--- config.mk ---
export PLATFORM = sky130hd
export DESIGN_NAME = spread_packet_hop_control
export DESIGN_NICKNAME = d
export VERILOG_FILES = /design/src/design/spread_pkg.sv /design/src/design/tick_div.sv /design/src/design/spread_packet_hop_control.sv
export SDC_FILE = /design/constraint.sdc
export NUM_CORES = 1
export LEC_CHECK = 0
export BUFFER_PORTS_ARGS = -buffer_cell sky130_fd_sc_hd__clkbuf_2
export CORE_MARGIN = 4
export CORE_UTILIZATION = 50
export CTS_CLUSTER_SIZE = 30
export DETAILED_ROUTE_END_ITERATION = 10
export HOLD_SLACK_MARGIN = 0.05
export PLACE_DENSITY = 0.67
export SKIP_LAST_GASP = 1
export SLEW_MARGIN = 20
export SYNTH_ARGS = -nofsm -noshare
export SYNTH_HDL_FRONTEND = slang
export SYNTH_SLANG_ARGS = --single-unit
export TNS_END_PERCENT = 50
--- constraint.sdc ---
create_clock -name i_clk -period 64.4 [get_ports i_clk]
set_input_delay 9.66 -clock i_clk [delete_from_list [all_inputs] [get_ports i_clk]]
set_output_delay 9.66 -clock i_clk [all_outputs]
set_load 0.02 [all_outputs]
--- src/design/spread_pkg.sv ---
/*
 Constants, field layouts, reset values and carrier types for the
 spread-spectrum packet framer and hop controller.
 Assumes a 200 MHz system clock; no other file defines these numbers.
*/
// Notes on behaviour
// - Symbol rate is bandwidth over two to the spreading factor; one chip per Hz.
// - Packet is preamble, optional header, payload, optional payload CRC.
// - Preamble length resets to 12 symbols.
// - 16-bit preamble length from two bytes, 6 to 65535, plus 4 fixed symbols; the 16-bit end count wraps for lengths above 65532, cutting the preamble short.
// - One implicit-header bit picks header type; explicit when clear and at reset.
// - Explicit header carries payload length, code rate and payload CRC flag.
// - Header always sent at code rate 4/8 with its own CRC.
// - Implicit mode sends no header; both ends configured alike.
// - Preamble lasts programmed length plus 4.25 symbol periods.
// - Payload symbols are 8 plus the ceiling expression times code rate plus 4.
// - Hopping active when dwell field is non-zero, off when zero.
// - Dwell per channel is dwell field times symbol period.
// - Hopping transmit starts on channel 0; preamble and header stay there.
// - Each hop increments present channel and raises the change flag.
// - Host reprograms next frequency then clears flag by writing 1.
// - Hopping receive starts on channel 0, hops only after preamble detect; after a packet end the code goes back to preamble search on the last channel.
// - Header CRC failure returns receiver to channel 0 and preamble search.
// - Configuration always readable; writes only in sleep or standby.
// - Long-range mode hides the sequencer and switches register layout.
// - Code-rate field 1 to 4 means 4/5, 4/6, 4/7, 4/8.
package spread_pkg;
	localparam int unsigned CLK_HZ = 200_000_000;
	localparam int unsigned BW125_HZ = 125_000;
	localparam int unsigned BW250_HZ = 250_000;
	localparam int unsigned BW500_HZ = 500_000;
	localparam logic [11:0] CHIP_CYC_125 = 12'(CLK_HZ / BW125_HZ);
	localparam logic [11:0] CHIP_CYC_250 = 12'(CLK_HZ / BW250_HZ);
	localparam logic [11:0] CHIP_CYC_500 = 12'(CLK_HZ / BW500_HZ);
	localparam logic [1:0] BW_125 = 2'h0;
	localparam logic [1:0] BW_250 = 2'h1;

	localparam logic [15:0] PRE_LEN_RST = 16'h000c;
	localparam logic [15:0] PRE_LEN_MIN = 16'h0006;
	localparam logic [15:0] PRE_FIXED = 16'h0004;
	localparam logic [11:0] HDR_SYMS = 12'h008;
	localparam logic [2:0] HDR_CR = 3'h4;
	localparam logic [11:0] PAY_BASE = 12'h008;
	localparam logic signed [13:0] TOA_CONST = 14'sh001c;

	// Config port selectors
	localparam logic [2:0] SEL_PRE_HI = 3'h0;
	localparam logic [2:0] SEL_PRE_LO = 3'h1;
	localparam logic [2:0] SEL_MCFG1 = 3'h2;
	localparam logic [2:0] SEL_MCFG2 = 3'h3;
	localparam logic [2:0] SEL_PAYLEN = 3'h4;
	localparam logic [2:0] SEL_HOPDW = 3'h5;
	localparam logic [2:0] SEL_HOPCH = 3'h6;

	// modem_cfg_first fields
	localparam int IMPL_BIT = 0;
	localparam int CRC_BIT = 1;
	localparam int CR_LSB = 2;
	localparam int SLOW_BIT = 5;
	// second modem config fields
	localparam int SF_LSB = 0;
	localparam int BW_LSB = 4;
	localparam int FLAG_BIT = 7;

	localparam logic [7:0] MCFG1_RST = 8'h04;
	localparam logic [7:0] MCFG2_RST = 8'h07;
	localparam logic [7:0] PAYLEN_RST = 8'h01;
	localparam logic [7:0] HOPDW_RST = 8'h00;

	localparam logic [1:0] OP_SLEEP = 2'h0;
	localparam logic [1:0] OP_STBY = 2'h1;
	localparam logic [1:0] OP_TX = 2'h2;
	localparam logic [1:0] OP_RX = 2'h3;

	typedef struct packed {
		logic [15:0] pre_len;
		logic implicit_header_sel;
		logic crc_on;
		logic [2:0] code_rate_field;
		logic slow_rate_robust_en;
		logic [3:0] spreading_factor;
		logic [1:0] signal_bandwidth;
		logic [7:0] pay_len;
		logic [7:0] hop_dwell_symbols;
	} cfg_t;

	typedef enum logic [7:0] {
		ST_IDLE = 8'h01,
		ST_PRE = 8'h02,
		ST_PREQ = 8'h04,
		ST_HDR = 8'h08,
		ST_PAY = 8'h10,
		ST_RXS = 8'h20,
		ST_RXH = 8'h40,
		ST_RXP = 8'h80
	} state_t;
endpackage

--- src/design/tick_div.sv ---
/*
 Restartable divider producing a one-cycle enable every limit input pulses.
 Assumes limit is at least 1 and is held steady while counting.
*/
`timescale 1ns/1ps
`default_nettype none
module tick_div #(
	parameter int W = 12
) (
	input wire logic i_clk,
	input wire logic i_rst,
	// Control
	input wire logic i_clr,
	input wire logic i_en,
	input wire logic [W-1:0] i_limit,
	// Result
	output logic o_tick
);
	logic [W-1:0] cnt_q;

	always_ff @(posedge i_clk) begin
		if (i_rst || i_clr) begin
			cnt_q <= '0;
			o_tick <= 1'b0;
		end else if (i_en) begin
			if (cnt_q >= i_limit - W'(1)) begin
				cnt_q <= '0;
				o_tick <= 1'b1;
			end else begin
				cnt_q <= cnt_q + W'(1);
				o_tick <= 1'b0;
			end
		end else begin
			o_tick <= 1'b0;
		end
	end
endmodule
`default_nettype wire

--- src/design/spread_packet_hop_control.sv ---
/*
 Packet framing sequencer and frequency-hop controller of the
 long-range modem: symbol timing, preamble/header/payload phases,
 payload symbol count, hop channel counter and change flag.
 Assumes demodulator events and mode inputs are on the same clock.
*/
`timescale 1ns/1ps
`default_nettype none
module spread_packet_hop_control
	import spread_pkg::*;
(
	input wire logic i_clk,
	input wire logic i_rst,
	// Operating mode
	input wire logic [1:0] i_op_mode,
	input wire logic i_long_range,
	// Configuration port
	input wire logic i_cfg_wr,
	input wire logic [2:0] i_cfg_sel,
	input wire logic [7:0] i_cfg_wdata,
	output logic [7:0] o_cfg_rdata,
	input wire logic i_hop_clr,
	// Modem events
	input wire logic i_tx_start,
	input wire logic i_preamble_det,
	input wire logic i_header_ok,
	input wire logic i_header_crc_err,
	input wire logic i_rx_done,
	// Status
	output logic [7:0] o_phase,
	output logic o_sym_tick,
	output logic [2:0] o_code_rate,
	output logic o_busy,
	output logic o_done,
	output logic [11:0] o_pay_syms,
	output logic [5:0] o_current_hop_channel,
	output logic o_hop_change_flag,
	output logic o_top_level_sequencer,
	output logic o_map_long_range
);
	cfg_t cfg_q;
	state_t st_q;
	logic [15:0] sym_cnt_q;
	logic [11:0] npay_q;
	logic [7:0] dwell_q;
	logic hop_run_q;
	logic [5:0] chan_q;
	logic flag_q;
	logic chip_tick;
	logic sym_tick;
	logic wr_ok;
	logic start_tx;
	logic start_rx;
	logic restart;
	logic [11:0] chip_cyc;
	logic [12:0] sym_lim;
	logic [15:0] pre_eff;
	logic hop_step;

	// Writes only land in sleep or standby
	assign wr_ok = i_cfg_wr && (i_op_mode == OP_SLEEP || i_op_mode == OP_STBY);
	assign start_tx = (st_q == ST_IDLE) && i_long_range && i_op_mode == OP_TX
		&& i_tx_start;
	assign start_rx = (st_q == ST_IDLE) && i_long_range && i_op_mode == OP_RX;
	assign restart = start_tx || start_rx;

	always_ff @(posedge i_clk) begin
		if (i_rst) begin
			cfg_q.pre_len <= PRE_LEN_RST;
			cfg_q.implicit_header_sel <= MCFG1_RST[IMPL_BIT];
			cfg_q.crc_on <= MCFG1_RST[CRC_BIT];
			cfg_q.code_rate_field <= MCFG1_RST[CR_LSB +: 3];
			cfg_q.slow_rate_robust_en <= MCFG1_RST[SLOW_BIT];
			cfg_q.spreading_factor <= MCFG2_RST[SF_LSB +: 4];
			cfg_q.signal_bandwidth <= MCFG2_RST[BW_LSB +: 2];
			cfg_q.pay_len <= PAYLEN_RST;
			cfg_q.hop_dwell_symbols <= HOPDW_RST;
		end else if (wr_ok) begin
			unique case (i_cfg_sel)
				SEL_PRE_HI: cfg_q.pre_len[15:8] <= i_cfg_wdata;
				SEL_PRE_LO: cfg_q.pre_len[7:0] <= i_cfg_wdata;
				SEL_MCFG1: begin
					cfg_q.implicit_header_sel <= i_cfg_wdata[IMPL_BIT];
					cfg_q.crc_on <= i_cfg_wdata[CRC_BIT];
					cfg_q.code_rate_field <= i_cfg_wdata[CR_LSB +: 3];
					cfg_q.slow_rate_robust_en <= i_cfg_wdata[SLOW_BIT];
				end
				SEL_MCFG2: begin
					cfg_q.spreading_factor <= i_cfg_wdata[SF_LSB +: 4];
					cfg_q.signal_bandwidth <= i_cfg_wdata[BW_LSB +: 2];
				end
				SEL_PAYLEN: cfg_q.pay_len <= i_cfg_wdata;
				SEL_HOPDW: cfg_q.hop_dwell_symbols <= i_cfg_wdata;
				default: ;
			endcase
		end
	end

	// Readback works in every mode; channel counter is read-only
	always_ff @(posedge i_clk) begin
		if (i_rst) begin
			o_cfg_rdata <= 8'h00;
		end else begin
			unique case (i_cfg_sel)
				SEL_PRE_HI: o_cfg_rdata <= cfg_q.pre_len[15:8];
				SEL_PRE_LO: o_cfg_rdata <= cfg_q.pre_len[7:0];
				SEL_MCFG1: o_cfg_rdata <= {2'h0, cfg_q.slow_rate_robust_en,
					cfg_q.code_rate_field, cfg_q.crc_on, cfg_q.implicit_header_sel};
				SEL_MCFG2: o_cfg_rdata <= {2'h0, cfg_q.signal_bandwidth,
					cfg_q.spreading_factor};
				SEL_PAYLEN: o_cfg_rdata <= cfg_q.pay_len;
				SEL_HOPDW: o_cfg_rdata <= cfg_q.hop_dwell_symbols;
				SEL_HOPCH: o_cfg_rdata <= {flag_q, 1'b0, chan_q};
				default: o_cfg_rdata <= 8'h00;
			endcase
		end
	end

	// Sequencer exists only outside long-range mode; layout follows the mode
	always_ff @(posedge i_clk) begin
		if (i_rst) begin
			o_top_level_sequencer <= 1'b1;
			o_map_long_range <= 1'b0;
		end else begin
			o_top_level_sequencer <= !i_long_range;
			o_map_long_range <= i_long_range;
		end
	end

	// One chip per bandwidth period, 2^SF chips per symbol
	always_comb begin
		unique case (cfg_q.signal_bandwidth)
			BW_125: chip_cyc = CHIP_CYC_125;
			BW_250: chip_cyc = CHIP_CYC_250;
			default: chip_cyc = CHIP_CYC_500;
		endcase
		sym_lim = 13'h0001 << cfg_q.spreading_factor;
		if (st_q == ST_PREQ) begin
			sym_lim = sym_lim >> 2;
		end
	end

	tick_div #(.W(12)) u_chip_div (
		.i_clk(i_clk),
		.i_rst(i_rst),
		.i_clr(restart),
		.i_en(st_q != ST_IDLE),
		.i_limit(chip_cyc),
		.o_tick(chip_tick)
	);

	tick_div #(.W(13)) u_sym_div (
		.i_clk(i_clk),
		.i_rst(i_rst),
		.i_clr(restart),
		.i_en(chip_tick),
		.i_limit(sym_lim),
		.o_tick(sym_tick)
	);

	// Payload symbol count, kept current from the configuration
	always_ff @(posedge i_clk) begin : pay_calc
		logic signed [13:0] num;
		logic [6:0] den;
		logic [11:0] q;
		num = 14'sh0000;
		den = 7'h00;
		q = 12'h000;
		if (i_rst) begin
			npay_q <= PAY_BASE;
		end else begin
			num = $signed({3'h0, cfg_q.pay_len, 3'h0}) + TOA_CONST
				+ $signed({9'h0, cfg_q.crc_on, 4'h0})
				- $signed({8'h0, cfg_q.spreading_factor, 2'h0})
				- (cfg_q.implicit_header_sel ? 14'sh0014 : 14'sh0000);
			den = 7'({cfg_q.spreading_factor, 2'h0})
				- (cfg_q.slow_rate_robust_en ? 7'h08 : 7'h00);
			if (num > 14'sh0000 && den != 7'h00) begin
				q = 12'((num + $signed({7'h0, den}) - 14'sh0001)
					/ $signed({7'h0, den}));
			end
			npay_q <= PAY_BASE + 12'(q * (12'(cfg_q.code_rate_field) + 12'h004));
		end
	end

	assign pre_eff = (cfg_q.pre_len < PRE_LEN_MIN) ? PRE_LEN_MIN : cfg_q.pre_len;

	// Packet phase sequencer
	always_ff @(posedge i_clk) begin
		if (i_rst) begin
			st_q <= ST_IDLE;
			sym_cnt_q <= 16'h0000;
		end else if (st_q != ST_IDLE && st_q != ST_PRE && st_q != ST_PREQ
			&& st_q != ST_HDR && st_q != ST_PAY && i_op_mode != OP_RX) begin
			st_q <= ST_IDLE;
		end else begin
			unique case (st_q)
				ST_IDLE: begin
					sym_cnt_q <= 16'h0000;
					if (start_tx) begin
						st_q <= ST_PRE;
					end else if (start_rx) begin
						st_q <= ST_RXS;
					end
				end
				ST_PRE: if (sym_tick) begin
					if (sym_cnt_q == pre_eff + PRE_FIXED - 16'h0001) begin
						st_q <= ST_PREQ;
						sym_cnt_q <= 16'h0000;
					end else begin
						sym_cnt_q <= sym_cnt_q + 16'h0001;
					end
				end
				ST_PREQ: if (sym_tick) begin
					st_q <= cfg_q.implicit_header_sel ? ST_PAY : ST_HDR;
				end
				ST_HDR: if (sym_tick) begin
					sym_cnt_q <= sym_cnt_q + 16'h0001;
					if (sym_cnt_q == {4'h0, HDR_SYMS} - 16'h0001) begin
						st_q <= ST_PAY;
					end
				end
				ST_PAY: if (sym_tick) begin
					sym_cnt_q <= sym_cnt_q + 16'h0001;
					if (sym_cnt_q >= {4'h0, npay_q} - 16'h0001) begin
						st_q <= ST_IDLE;
					end
				end
				ST_RXS: if (i_preamble_det) begin
					st_q <= cfg_q.implicit_header_sel ? ST_RXP : ST_RXH;
				end
				ST_RXH: begin
					if (i_header_crc_err) begin
						st_q <= ST_RXS;
					end else if (i_header_ok) begin
						st_q <= ST_RXP;
					end
				end
				ST_RXP: if (i_rx_done) begin
					st_q <= ST_RXS;
				end
				default: st_q <= ST_IDLE;
			endcase
		end
	end

	// Hop engine: dwell counted in whole symbols
	assign hop_step = hop_run_q && sym_tick
		&& dwell_q == cfg_q.hop_dwell_symbols - 8'h01;

	always_ff @(posedge i_clk) begin
		if (i_rst) begin
			hop_run_q <= 1'b0;
			dwell_q <= 8'h00;
			chan_q <= 6'h00;
		end else if (restart || (st_q == ST_RXH && i_header_crc_err)) begin
			hop_run_q <= 1'b0;
			dwell_q <= 8'h00;
			chan_q <= 6'h00;
		end else begin
			if (cfg_q.hop_dwell_symbols == 8'h00 || st_q == ST_IDLE
				|| st_q == ST_RXS) begin
				hop_run_q <= 1'b0;
			end else if ((st_q == ST_PAY) || (st_q == ST_RXH) || (st_q == ST_RXP)) begin
				hop_run_q <= 1'b1;
			end
			if (!hop_run_q || hop_step) begin
				dwell_q <= 8'h00;
			end else if (sym_tick) begin
				dwell_q <= dwell_q + 8'h01;
			end
			if (hop_step) begin
				chan_q <= chan_q + 6'h01;
			end
		end
	end

	// Change flag: a hop in the clearing cycle keeps it set
	always_ff @(posedge i_clk) begin
		if (i_rst) begin
			flag_q <= 1'b0;
		end else if (hop_step) begin
			flag_q <= 1'b1;
		end else if (i_hop_clr) begin
			flag_q <= 1'b0;
		end
	end

	// Registered status outputs
	always_ff @(posedge i_clk) begin
		if (i_rst) begin
			o_phase <= ST_IDLE;
			o_sym_tick <= 1'b0;
			o_code_rate <= MCFG1_RST[CR_LSB +: 3];
			o_busy <= 1'b0;
			o_done <= 1'b0;
			o_pay_syms <= PAY_BASE;
			o_current_hop_channel <= 6'h00;
			o_hop_change_flag <= 1'b0;
		end else begin
			o_phase <= st_q;
			o_sym_tick <= sym_tick;
			o_code_rate <= (st_q == ST_HDR || st_q == ST_RXH) ? HDR_CR
				: cfg_q.code_rate_field;
			o_busy <= st_q != ST_IDLE;
			o_done <= (st_q == ST_PAY && sym_tick
				&& sym_cnt_q >= {4'h0, npay_q} - 16'h0001)
				|| (st_q == ST_RXP && i_rx_done);
			o_pay_syms <= npay_q;
			o_current_hop_channel <= chan_q;
			o_hop_change_flag <= flag_q;
		end
	end
endmodule
`default_nettype wire

==> results of run 1 <==
## per-layer routing
| metal | global-route usage, % | routed length (um) |
|---|---|---|
| met1 | 35.30 | 22400 |
| met2 | 41.95 | 21870 |
| met3 | 2.629 | 2548 |
| met4 | 6.046 | 881 |
| met5 | 0 | 0 |
## cell usage in the layout (no fill, tap or decap), drive strengths merged, types with 9 or more instances in the layout
master   instances
a211o           11
nand4           28
nor3b           20
nor2b           50
o21a            22
a31o            10
a21o            44
buf             11
o21ai          110
nor2           296
o2111ai          9
or3             25
a31oi           24
dfxtp          166
a21oi          118
or2             13
inv             88
o31ai           14
mux2i           62
nand2          141
xor2            73
mux2            18
nand3           61
and2            26
xnor2          117
nand2b          33
clkbuf          81
nor4            31
o211ai          18
o22ai           12
nor3            64
ha             165
and3            39
nand3b          13
a211oi          27
fa              13
## worst paths after layout
| kind | start | endpoint |
|---|---|---|
| hold / removal | npay_q[1] | o_pay_syms[1] |
| setup / recovery | cfg_q[21] | npay_q[11] |
| setup reg to reg | cfg_q[21] | npay_q[11] |
| hold reg to reg | npay_q[1] | o_pay_syms[1] |
## layout make-up
| type | count | area [um^2] | area share, % |
|---|---|---|---|
| multi-input cells | 1845 | 13130 | 71.69 |
| flip-flops and latches | 166 | 3323 | 18.14 |
| well taps | 448 | 560.5 | 3.060 |
| clock buffers | 17 | 425.4 | 2.322 |
| repair buffers | 75 | 402.9 | 2.199 |
| inverters | 85 | 324.1 | 1.769 |
| clock inverters | 15 | 150.1 | 0.8196 |
## flip-flops by register name, summed over array words and instances, names as in the netlist, 12 cells and up
| register | count |
|---|---|
| u_chip_div.cnt_q | 12 |
| cfg_q | 44 |
| o_pay_syms | 12 |
| npay_q | 12 |
| sym_cnt_q | 16 |
| u_sym_div.cnt_q | 13 |
## worst max-delay path: cells and delay by family (launching register included)
| kind | cells | cell delay [ns] |
|---|---|---|
| AND/OR/NAND/NOR | 56 | 11.92 |
| adder cells (fa/ha/maj) | 21 | 6.87 |
| multiplexers | 6 | 1.90 |
| buffers and inverters | 5 | 0.71 |
| XOR/XNOR | 8 | 2.05 |
| AO/OA/AOI/OAI | 65 | 14.12 |
| flip-flops | 1 | 0.84 |
## kinds of logic (layout without fill, tap and decap cells)
| family | Yosys count | count (layout) | share of synthesized area, % |
|---|---|---|---|
| muxes | 87 | 87 | 5.774 |
| and+or+nand+nor | 871 | 871 | 25.83 |
| AOI/OAI and AO/OA | 515 | 515 | 21.11 |
| adders and majority gates | 180 | 180 | 13.70 |
| buffers and inverters | 167 | 192 | 3.939 |
| xor gates and xnor gates | 190 | 190 | 10.20 |
| DFF | 166 | 166 | 19.41 |
| other | 1 | 2 | 0.02190 |
## stage by stage
step | hold WS (ns) | setup slack (ns) | cells | area [um^2]
after global placement | 0.4638 | 27.47 | 2619 | 17740
final | 0.4789 | 25.83 | 2651 | 18320
after CTS | 0.4803 | 26.34 | 2651 | 18320
after global routing | 0.5088 | 22.00 | 2651 | 18320
after detailed placement | 0.4665 | 26.49 | 2619 | 17740
after floorplan | 0.4480 | 32.00 | 2178 | 17120
==> summary.md, run 1 <==
| Metric | Value |
|---|---|
| Outcome | `finished, final reports clean` |
| Worst Tran Pin Value | `~1.1 ns` |
| Top-count cell post-synth | `nor2_1` |
| Reg2reg setup slack | `approximately 26 ns` |
| Core Area | `between 30,000 and 40,000 um^2` |
| Ant diodes | `0` |
| Layout Utilization | `a little over half` |
| Arrival time at the worst endpoint | `~39 ns` |
| Via count | `15,974` |
| RSZ-0062 raised after global routing | `no` |
| Post-synth ARST share | `0%` |
| CTS Sinks | `166` |
| Clock transition at path regs | `roughly 0.06 ns` |
| Fillers | `between 3,000 and 4,000` |
| Setup CP Type | `flop to flop` |
| Worst min path class | `flop to flop` |
| Gpl congestion | `about 0.92` |
| Max-cap viol count | `0` |
| Crit-path max FO | `28` |
| CTS root buf | `clkbuf_16` |
| Starting density of the core | `slightly above 50%` |
| Post-synth top area cell | `dfxtp_1` |
| Routed Wire Length | `47,700 um` |
| Share of the synthesized area in the top cell type | `about a fifth` |
| Row cnt | `67` |
| Syn Area/Cell | `between 7 and 8 um^2` |
| Die area | `37,260 um^2` |
| CTS tree | `done` |
| Buffers inserted by post-CTS timing repair | `0` |
| Final setup viols | `0` |
| Max-slew violations | `0` |
| Initial drt markers | `about 1,200` |
| Setup_tns | `0 ns` |
| Worst slew margin | `about 25%` |
| Final Skew | `~0.011 ns` |
| Die Width | `193.0 um` |
| First-pass GRT wire length | `77,600 um` |
| IO Pins | `66` |
| Seq/Total Area, Yosys | `between 10% and 20%` |
| Largest net degree at the start of global routing | `70` |
| Post-DP HPWL | `around 37,000 um` |
| Synth Cell Area | `17,120 um^2` |
| Post-DR wirelength/cell | `about 18 um` |
| Post-synth top cells | `295 x nor2_1, 166 x dfxtp_1, 165 x ha_1` |
| Top cells by area in the synthesized netlist | `dfxtp_1 19%, ha_1 12%, nor2_1 6.5%, xnor2_1 5.6%, xor2_1 3.7%` |
| Yosys reg bits | `166` |
| Crit path launch type | `flop` |
| Layout cells sized above 1 | `around a tenth` |
| Top_reg_cell synth | `dfxtp_1` |
| H-tree depth | `4` |
| Crit-path slowest cell | `a21oi_1` |
| Die Y | `roughly 190 um` |
| Initial antenna violation count | `0` |
| Overflow after GRT | `0` |
| Synth Warn # | `0` |
| Gr usage total | `25.21%` |
| Crit path required time | `between 60 and 70 ns` |
| Fin. Hold Viols | `0` |
| Final net count | `around 2,400` |
| Synth unique cells | `123` |
| Post-CTS Hold Fix Bufs | `0` |
| Post-Synthesis Cells | `roughly 2,200` |
| Port Buffers | `65` |
| Most common cell on crit path | `ha_1` |
| Num CTS Buffers | `17` |
| Post-route DRC | `0` |
| PostCTS Resize Cnt | `0` |
| Clock latency on the worst-skew pair | `~0.43 ns` |
| Period utilization | `between 50% and 60%` |
| Hold depth | `2` |
| Worst path max stage delay | `0.87 ns` |
| Fmax | `25.92 MHz` |
| Pre-antenna DRT Iters | `6` |
| Vias in the first global route | `14,958` |
| Area growth, synth to finish | `7.009%` |
| CTS Buffer Depth | `2` |
| Via density | `6.026` |
| Post-synth EDFFs | `0` |
| Final ANT Viol Nets | `0` |
| Min Tclk post-route | `38.57 ns` |
| CP Capture Type | `flop` |
| Worst reg2reg path depth | `161` |
Power of run 1 is left out: the tool's default activity adds up to more than one toggle a clock period on the data nets, which glitch-free logic cannot reach.
==> run 2, diff against run 1 <==
ABC_AREA = 1   (was default)
PLACE_DENSITY = 0.69   (was 0.67)
clock period = 33.4 ns   (was 64.4 ns; I/O delays follow)
==> run 2 against run 1 <==
Effect of this change:
- sequential cell count did not move
- fmax increased by 29%
- worst hold slack worse by 0.018 ns
- clock skew fell by 0.0011 ns
- critical endpoint unchanged
==> summary.md, run 2 <==
| Metric | Value |
|---|---|
| Post-route DRC | `0 (unchanged)` |
| Via count | `15,875 (was 15,974)` |
| Die Width | `187.6 um (was 193.0 um)` |
| CTS Sinks | `166 (unchanged)` |
| First-pass GRT wire length | `71,170 um (was 77,600 um)` |
| Die Y | `187.6 um (was 193.0 um)` |
| Gr usage total | `23.95% (was 25.21%)` |
| Row cnt | `65 (was 67)` |
| Most frequent cells in the layout | `466 x nand2_1, 321 x inv_1, 314 x nor2_1 (was 295 x nor2_1, 166 x dfxtp_1, 165 x ha_1)` |
| CTS tree | `done (unchanged)` |
| Share of the synthesized area in the top cell type | `20.60% (was 19.41%)` |
| Largest Register | `cfg_q (unchanged)` |
| Most common cell on crit path | `nor2_1 (was ha_1)` |
| Pre-antenna DRT Iters | `5 (was 6)` |
| Seq/Total Area, Yosys | `20.60% (was 19.41%)` |
| Worst path max stage delay | `0.55 ns (was 0.87 ns)` |
| Dpl ws | `3.348 ns (was 26.49 ns)` |
| Top_reg_cell synth | `dfxtp_1 (unchanged)` |
| Synth Cell Area | `16,130 um^2 (was 17,120 um^2)` |
| Overflow after GRT | `0 (unchanged)` |
| Vias in the first global route | `14,895 (was 14,958)` |
| Outcome | `finished, final reports clean (unchanged)` |
| Final net count | `2,686 (was 2,391)` |
| Ant diodes | `0 (unchanged)` |
| Min Tclk post-route | `29.96 ns (was 38.57 ns)` |
| Post-Synthesis Cells | `2,432 (was 2,177)` |
| Buffers inserted by post-CTS timing repair | `0 (unchanged)` |
| Arrival time at the worst endpoint | `30.27 ns (was 38.92 ns)` |
| Post-synth ARST share | `0% (unchanged)` |
| PnR worst setup slack | `3.436 ns (was 25.83 ns)` |
| Top cells by area in the synthesized netlist | `dfxtp_1 21%, ha_1 13%, nand2_1 11%, inv_1 7.5%, nor2_1 7.3% (was dfxtp_1 19%, ha_1 12%, nor2_1 6.5%, xnor2_1 5.6%, xor2_1 3.7%)` |
| Post-DR wirelength/cell | `15.00 um (was 17.99 um)` |
| Synth Warn # | `0 (unchanged)` |
| Clock transition at path regs | `0.07 ns (was 0.06 ns)` |
| Worst slew margin | `41.91% (was 25.20%)` |
| Setup CP Type | `flop to flop (unchanged)` |
| H-tree depth | `4 (unchanged)` |
| Core Area | `31,720 um^2 (was 33,620 um^2)` |
| Fmax | `33.37 MHz (was 25.92 MHz)` |
| Largest net degree at the start of global routing | `56 (was 70)` |
| Worst Tran Pin Value | `0.8634 ns (was 1.122 ns)` |
| Num CTS Buffers | `17 (unchanged)` |
| Gpl congestion | `0.9307 (was 0.9231)` |
| Post-DP HPWL | `34,820 um (was 37,360 um)` |
| Final cell count without fillers | `2,900 (was 2,651)` |
| Initial drt markers | `1,109 (was 1,216)` |
| Initial antenna violation count | `0 (unchanged)` |
| Synth unique cells | `65 (was 123)` |
| Crit path required time | `33.71 ns (was 64.75 ns)` |
| Period utilization | `89.71% (was 59.90%)` |
| Final ANT Viol Nets | `0 (unchanged)` |
| Top-count cell post-synth | `nand2_1 (was nor2_1)` |
| Fin. Hold Viols | `0 (unchanged)` |
| Crit path launch type | `flop (unchanged)` |
| CTS Buffer Depth | `2 (unchanged)` |
| Starting density of the core | `50.86% (was 50.93%)` |
| Max-slew violations | `0 (unchanged)` |
| RSZ-0062 raised after global routing | `no (unchanged)` |
| Final setup viols | `0 (unchanged)` |
| Layout cells sized above 1 | `10.25% (was 9.305%)` |
| Port Buffers | `65 (unchanged)` |
| Setup_tns | `0 ns (unchanged)` |
| Post-synth top area cell | `dfxtp_1 (unchanged)` |
| Max-cap viol count | `0 (unchanged)` |
| Post-synth EDFFs | `0 (unchanged)` |
| Post-synth top cells | `466 x nand2_1, 321 x inv_1, 315 x nor2_1 (was 295 x nor2_1, 166 x dfxtp_1, 165 x ha_1)` |
| CTS root buf | `clkbuf_16 (unchanged)` |
| Biggest regs | `cfg_q (44), sym_cnt_q (16), u_sym_div.cnt_q (13) (unchanged)` |
| Via density | `5.474 (was 6.026)` |
| Routed Wire Length | `43,510 um (was 47,700 um)` |
| Post-CTS Hold Fix Bufs | `0 (unchanged)` |
| IO Pins | `66 (unchanged)` |
| Clock latency on the worst-skew pair | `0.44 ns (was 0.43 ns)` |
| Die area | `35,200 um^2 (was 37,260 um^2)` |
| Worst min path class | `flop to flop (unchanged)` |
| CP Capture Type | `flop (unchanged)` |
| Crit-path slowest cell | `fa_1 (was a21oi_1)` |
| Yosys reg bits | `166 (unchanged)` |
| Area growth, synth to finish | `8.478% (was 7.009%)` |
| Dpl cells | `2,868 (was 2,619)` |
| Syn Area/Cell | `6.633 um^2 (was 7.864 um^2)` |
| Max reg flops | `44 (unchanged)` |
| Crit-path max FO | `20 (was 28)` |
| Final Skew | `0.009832 ns (was 0.01091 ns)` |
| Most common cell after layout, fill and taps aside | `nand2_1 (was nor2_1)` |
[run 2: worst paths after layout]
path         cells after the start            end       from  slack (ns)
min                              2  o_pay_syms[1]  npay_q[1]        0.46
min reg2reg                      2  o_pay_syms[1]  npay_q[1]        0.46
max                            185     npay_q[11]  cfg_q[27]        3.44
max reg2reg                    185     npay_q[11]  cfg_q[27]        3.44
[run 2: area by class of cell]
cell class	instances	area [um^2]
sequential	166	3323
inverter	346	1308
tap	402	503.0
clock inverter	13	195.2
fill	3075	14220
timing repair buffer	76	407.9
clock buffer	19	452.9
multi-input combinational	1878	11310
[run 2: cell families after synthesis]
family / count (synthesis) / share of synthesized area (%)
compound gates: 345 / 12.41
xor+xnor: 144 / 8.028
fa+ha+maj: 178 / 14.41
buf+inv: 389 / 9.331
flops: 166 / 20.60
mux: 2 / 0.1241
other cells: 1 / 0.02325
simple gates: 1207 / 35.07
[run 2: worst max-delay path, delay by kind of cell, from the launching register on]
family	cells	cell delay (ns)
xor+xnor	6	1.09
buf+inv	29	3.45
simple gates	92	11.28
compound gates	34	6.00
fa+ha+maj	23	7.41
flops	1	0.44
mux	1	0.15
[run 2: stage by stage]
step / utilization, % / hold WS (ns) / area, um^2
floorplan: - / 0.4219 / 16140
global placement: 53.11 / 0.4480 / 16840
detailed placement: 53.11 / 0.4476 / 16840
CTS: 55.15 / 0.4605 / 17490
global route: 55.17 / 0.4838 / 17500
finish: 55.17 / 0.4609 / 17500
[run 2: what timing repair did]
action / 4_1_cts / 5_1_grt
endpoints found under the hold margin: 0 / 0
gates resized for setup: 0 / 2
endpoints found under the setup margin: 0 / 1
[run 2: metal layers]
| metal | global-route usage [%] | vias up | share of wire (%) |
|---|---|---|---|
| met4 | 8.357 | 0 | 3.0 |
| li1 | - | 8099 | - |
| met2 | 42.68 | 424 | 48 |
| met3 | 3.220 | 91 | 5.2 |
| met1 | 29.65 | 7261 | 44 |
| met5 | 0 | - | 0 |
Power of run 2 is left out for the same reason.
==> run 3, diff against run 2 <==
CORE_MARGIN = default   (was 4)
==> run 3 against run 2 <==
Effect of this change:
- fmax down 0.36%
- worst hold slack improved by 0.0022 ns
- via count is 0.71% higher
==> summary.md, run 3 (synthesis results as in run 2) <==
| Metric | Value |
|---|---|
| Post-CTS Hold Fix Bufs | `0 (unchanged)` |
| Max-slew violations | `0 (unchanged)` |
| Row cnt | `65 (unchanged)` |
| CP Capture Type | `flop (unchanged)` |
| CTS tree | `done (unchanged)` |
| Die area | `32,990 um^2 (was 35,200 um^2)` |
| Layout cells sized above 1 | `10.25% (about the same)` |
| Overflow after GRT | `0 (unchanged)` |
| Starting density of the core | `50.99% (was 50.86%)` |
| Period utilization | `90.04% (was 89.71%)` |
| H-tree depth | `4 (unchanged)` |
| Final Skew | `0.01218 ns (was 0.009832 ns)` |
| Reg2reg end | `npay_q[11] (unchanged)` |
| Arrival time at the worst endpoint | `30.39 ns (was 30.27 ns)` |
| Via density | `5.515 (was 5.474)` |
| Die Width | `181.6 um (was 187.6 um)` |
| Gpl congestion | `0.9369 (was 0.9307)` |
| CP startpoint | `cfg_q[27] (unchanged)` |
| Fmax | `33.25 MHz (was 33.37 MHz)` |
| CTS Buffer Depth | `2 (unchanged)` |
| Post-DP HPWL | `34,940 um (was 34,820 um)` |
| Most common cell on crit path | `nor2_1 (unchanged)` |
| Reg area | `3323 um^2 (unchanged)` |
| Post-route DRC | `0 (unchanged)` |
| Biggest regs | `cfg_q (44), sym_cnt_q (16), u_sym_div.cnt_q (13) (unchanged)` |
| Clock latency on the worst-skew pair | `0.45 ns (was 0.44 ns)` |
| Die Y | `181.6 um (was 187.6 um)` |
| Placed cell areas | `16,840 um^2 (about the same)` |
| Reg2reg setup slack | `3.33 ns (was 3.44 ns)` |
| Min Tclk post-route | `30.07 ns (was 29.96 ns)` |
| Crit-path slowest cell | `dfxtp_1 (was fa_1)` |
| Max reg flops | `44 (unchanged)` |
| Largest Register | `cfg_q (unchanged)` |
| Setup CP Type | `flop to flop (unchanged)` |
| Area growth, synth to finish | `8.222% (was 8.478%)` |
| PostCTS Resize Cnt | `0 (unchanged)` |
| Max-cap viol count | `0 (unchanged)` |
| Via count | `15,987 (was 15,875)` |
| CTS root buf | `clkbuf_16 (unchanged)` |
| Gr usage total | `26.74% (was 23.95%)` |
| Core Area | `31,640 um^2 (was 31,720 um^2)` |
| Crit path required time | `33.71 ns (about the same)` |
| Num CTS Buffers | `17 (unchanged)` |
| First-pass GRT wire length | `72,540 um (was 71,170 um)` |
| Multi-input combinational cell area | `11,320 um^2 (was 11,310 um^2)` |
| Vias in the first global route | `15,078 (was 14,895)` |
| CP endpoint | `npay_q[11] (unchanged)` |
| Worst slew margin | `34.81% (was 41.91%)` |
| Initial antenna violation count | `0 (unchanged)` |
| CTS Sinks | `166 (unchanged)` |
| Final net count | `2,685 (was 2,686)` |
| Crit-path max FO | `20 (unchanged)` |
| Ant diodes | `0 (unchanged)` |
| Worst path max stage delay | `0.53 ns (was 0.55 ns)` |
| Fillers | `3,089 (was 3,075)` |
| Worst reg2reg path depth | `188 (was 185)` |
| Largest net degree at the start of global routing | `52 (was 56)` |
| Crit path launch type | `flop (unchanged)` |
| Design Area, Final | `17,460 um^2 (was 17,500 um^2)` |
| Post-DR wirelength/cell | `15.15 um (was 15.00 um)` |
| Setup_tns | `0 ns (unchanged)` |
| Final setup viols | `0 (unchanged)` |
| Pre-antenna DRT Iters | `7 (was 5)` |
| Clock transition at path regs | `0.07 ns (about the same)` |
| Most common cell after layout, fill and taps aside | `nand2_1 (unchanged)` |
| Worst r2r src | `cfg_q[27] (unchanged)` |
| Most frequent cells in the layout | `466 x nand2_1, 321 x inv_1, 314 x nor2_1 (unchanged)` |
| Fin. Hold Viols | `0 (unchanged)` |
| Worst Tran Pin Value | `0.9689 ns (was 0.8634 ns)` |
| Buffers inserted by post-CTS timing repair | `0 (unchanged)` |
| Routed Wire Length | `43,910 um (was 43,510 um)` |
| Final ANT Viol Nets | `0 (unchanged)` |
| Outcome | `finished, final reports clean (unchanged)` |
| Initial drt markers | `1,186 (was 1,109)` |
| RSZ-0062 raised after global routing | `no (unchanged)` |
| Port Buffers | `65 (unchanged)` |
| IO Pins | `66 (unchanged)` |
| Worst min path class | `flop to flop (unchanged)` |
run 3: stage by stage:
stage	instances	setup WS, ns	hold WS [ns]	utilization [%]
after global placement	2867	4.434	0.4496	53.24
after global routing	2899	0.1636	0.4873	55.18
after floorplan	2433	6.725	0.4219	-
final	2899	3.328	0.4631	55.18
after detailed placement	2867	3.281	0.4540	53.24
after CTS	2899	3.230	0.4651	55.16
run 3: area by class of cell:
cell class | instances | share of cell area, %
Multi-Input combinational cell | 1878 | 64.82
Sequential cell | 166 | 19.04
Inverter | 346 | 7.489
Tap cell | 402 | 2.881
Clock buffer | 17 | 2.437
Timing Repair Buffer | 75 | 2.293
Clock inverter | 15 | 1.046
run 3: critical path: cells and delay by family, from the launching register on:
| family | cells | cell delay [ns] |
|---|---|---|
| buf+inv | 25 | 3.21 |
| flops | 1 | 0.53 |
| xor+xnor | 5 | 0.91 |
| fa+ha+maj | 23 | 7.04 |
| simple gates | 91 | 10.55 |
| compound gates | 44 | 7.64 |
run 3: how the worst min path moves through the flow:
| stage | start | to | cells past startpoint |
|---|---|---|---|
| 3_5_place_dp | npay_q[1] | o_pay_syms[1] | 2 |
| 4_1_cts | npay_q[1] | o_pay_syms[1] | 2 |
| 5_1_grt | st_q[5] | o_phase[5] | 2 |
| 6_report | npay_q[1] | o_pay_syms[1] | 2 |
| 2_1_floorplan | flag_q | o_hop_change_flag | 2 |
| 3_3_place_gp | npay_q[1] | o_pay_syms[1] | 2 |
run 3: per-layer routing:
| layer | up-vias | wire length (um) | GRT usage, % |
|---|---|---|---|
| li1 | 8100 | - | - |
| met1 | 7359 | 19350 | 32.92 |
| met2 | 440 | 21470 | 48.18 |
| met3 | 88 | 2028 | 2.988 |
| met4 | 0 | 1064 | 8.847 |
| met5 | - | 0 | 0 |
Power of run 3 is left out for the same reason.
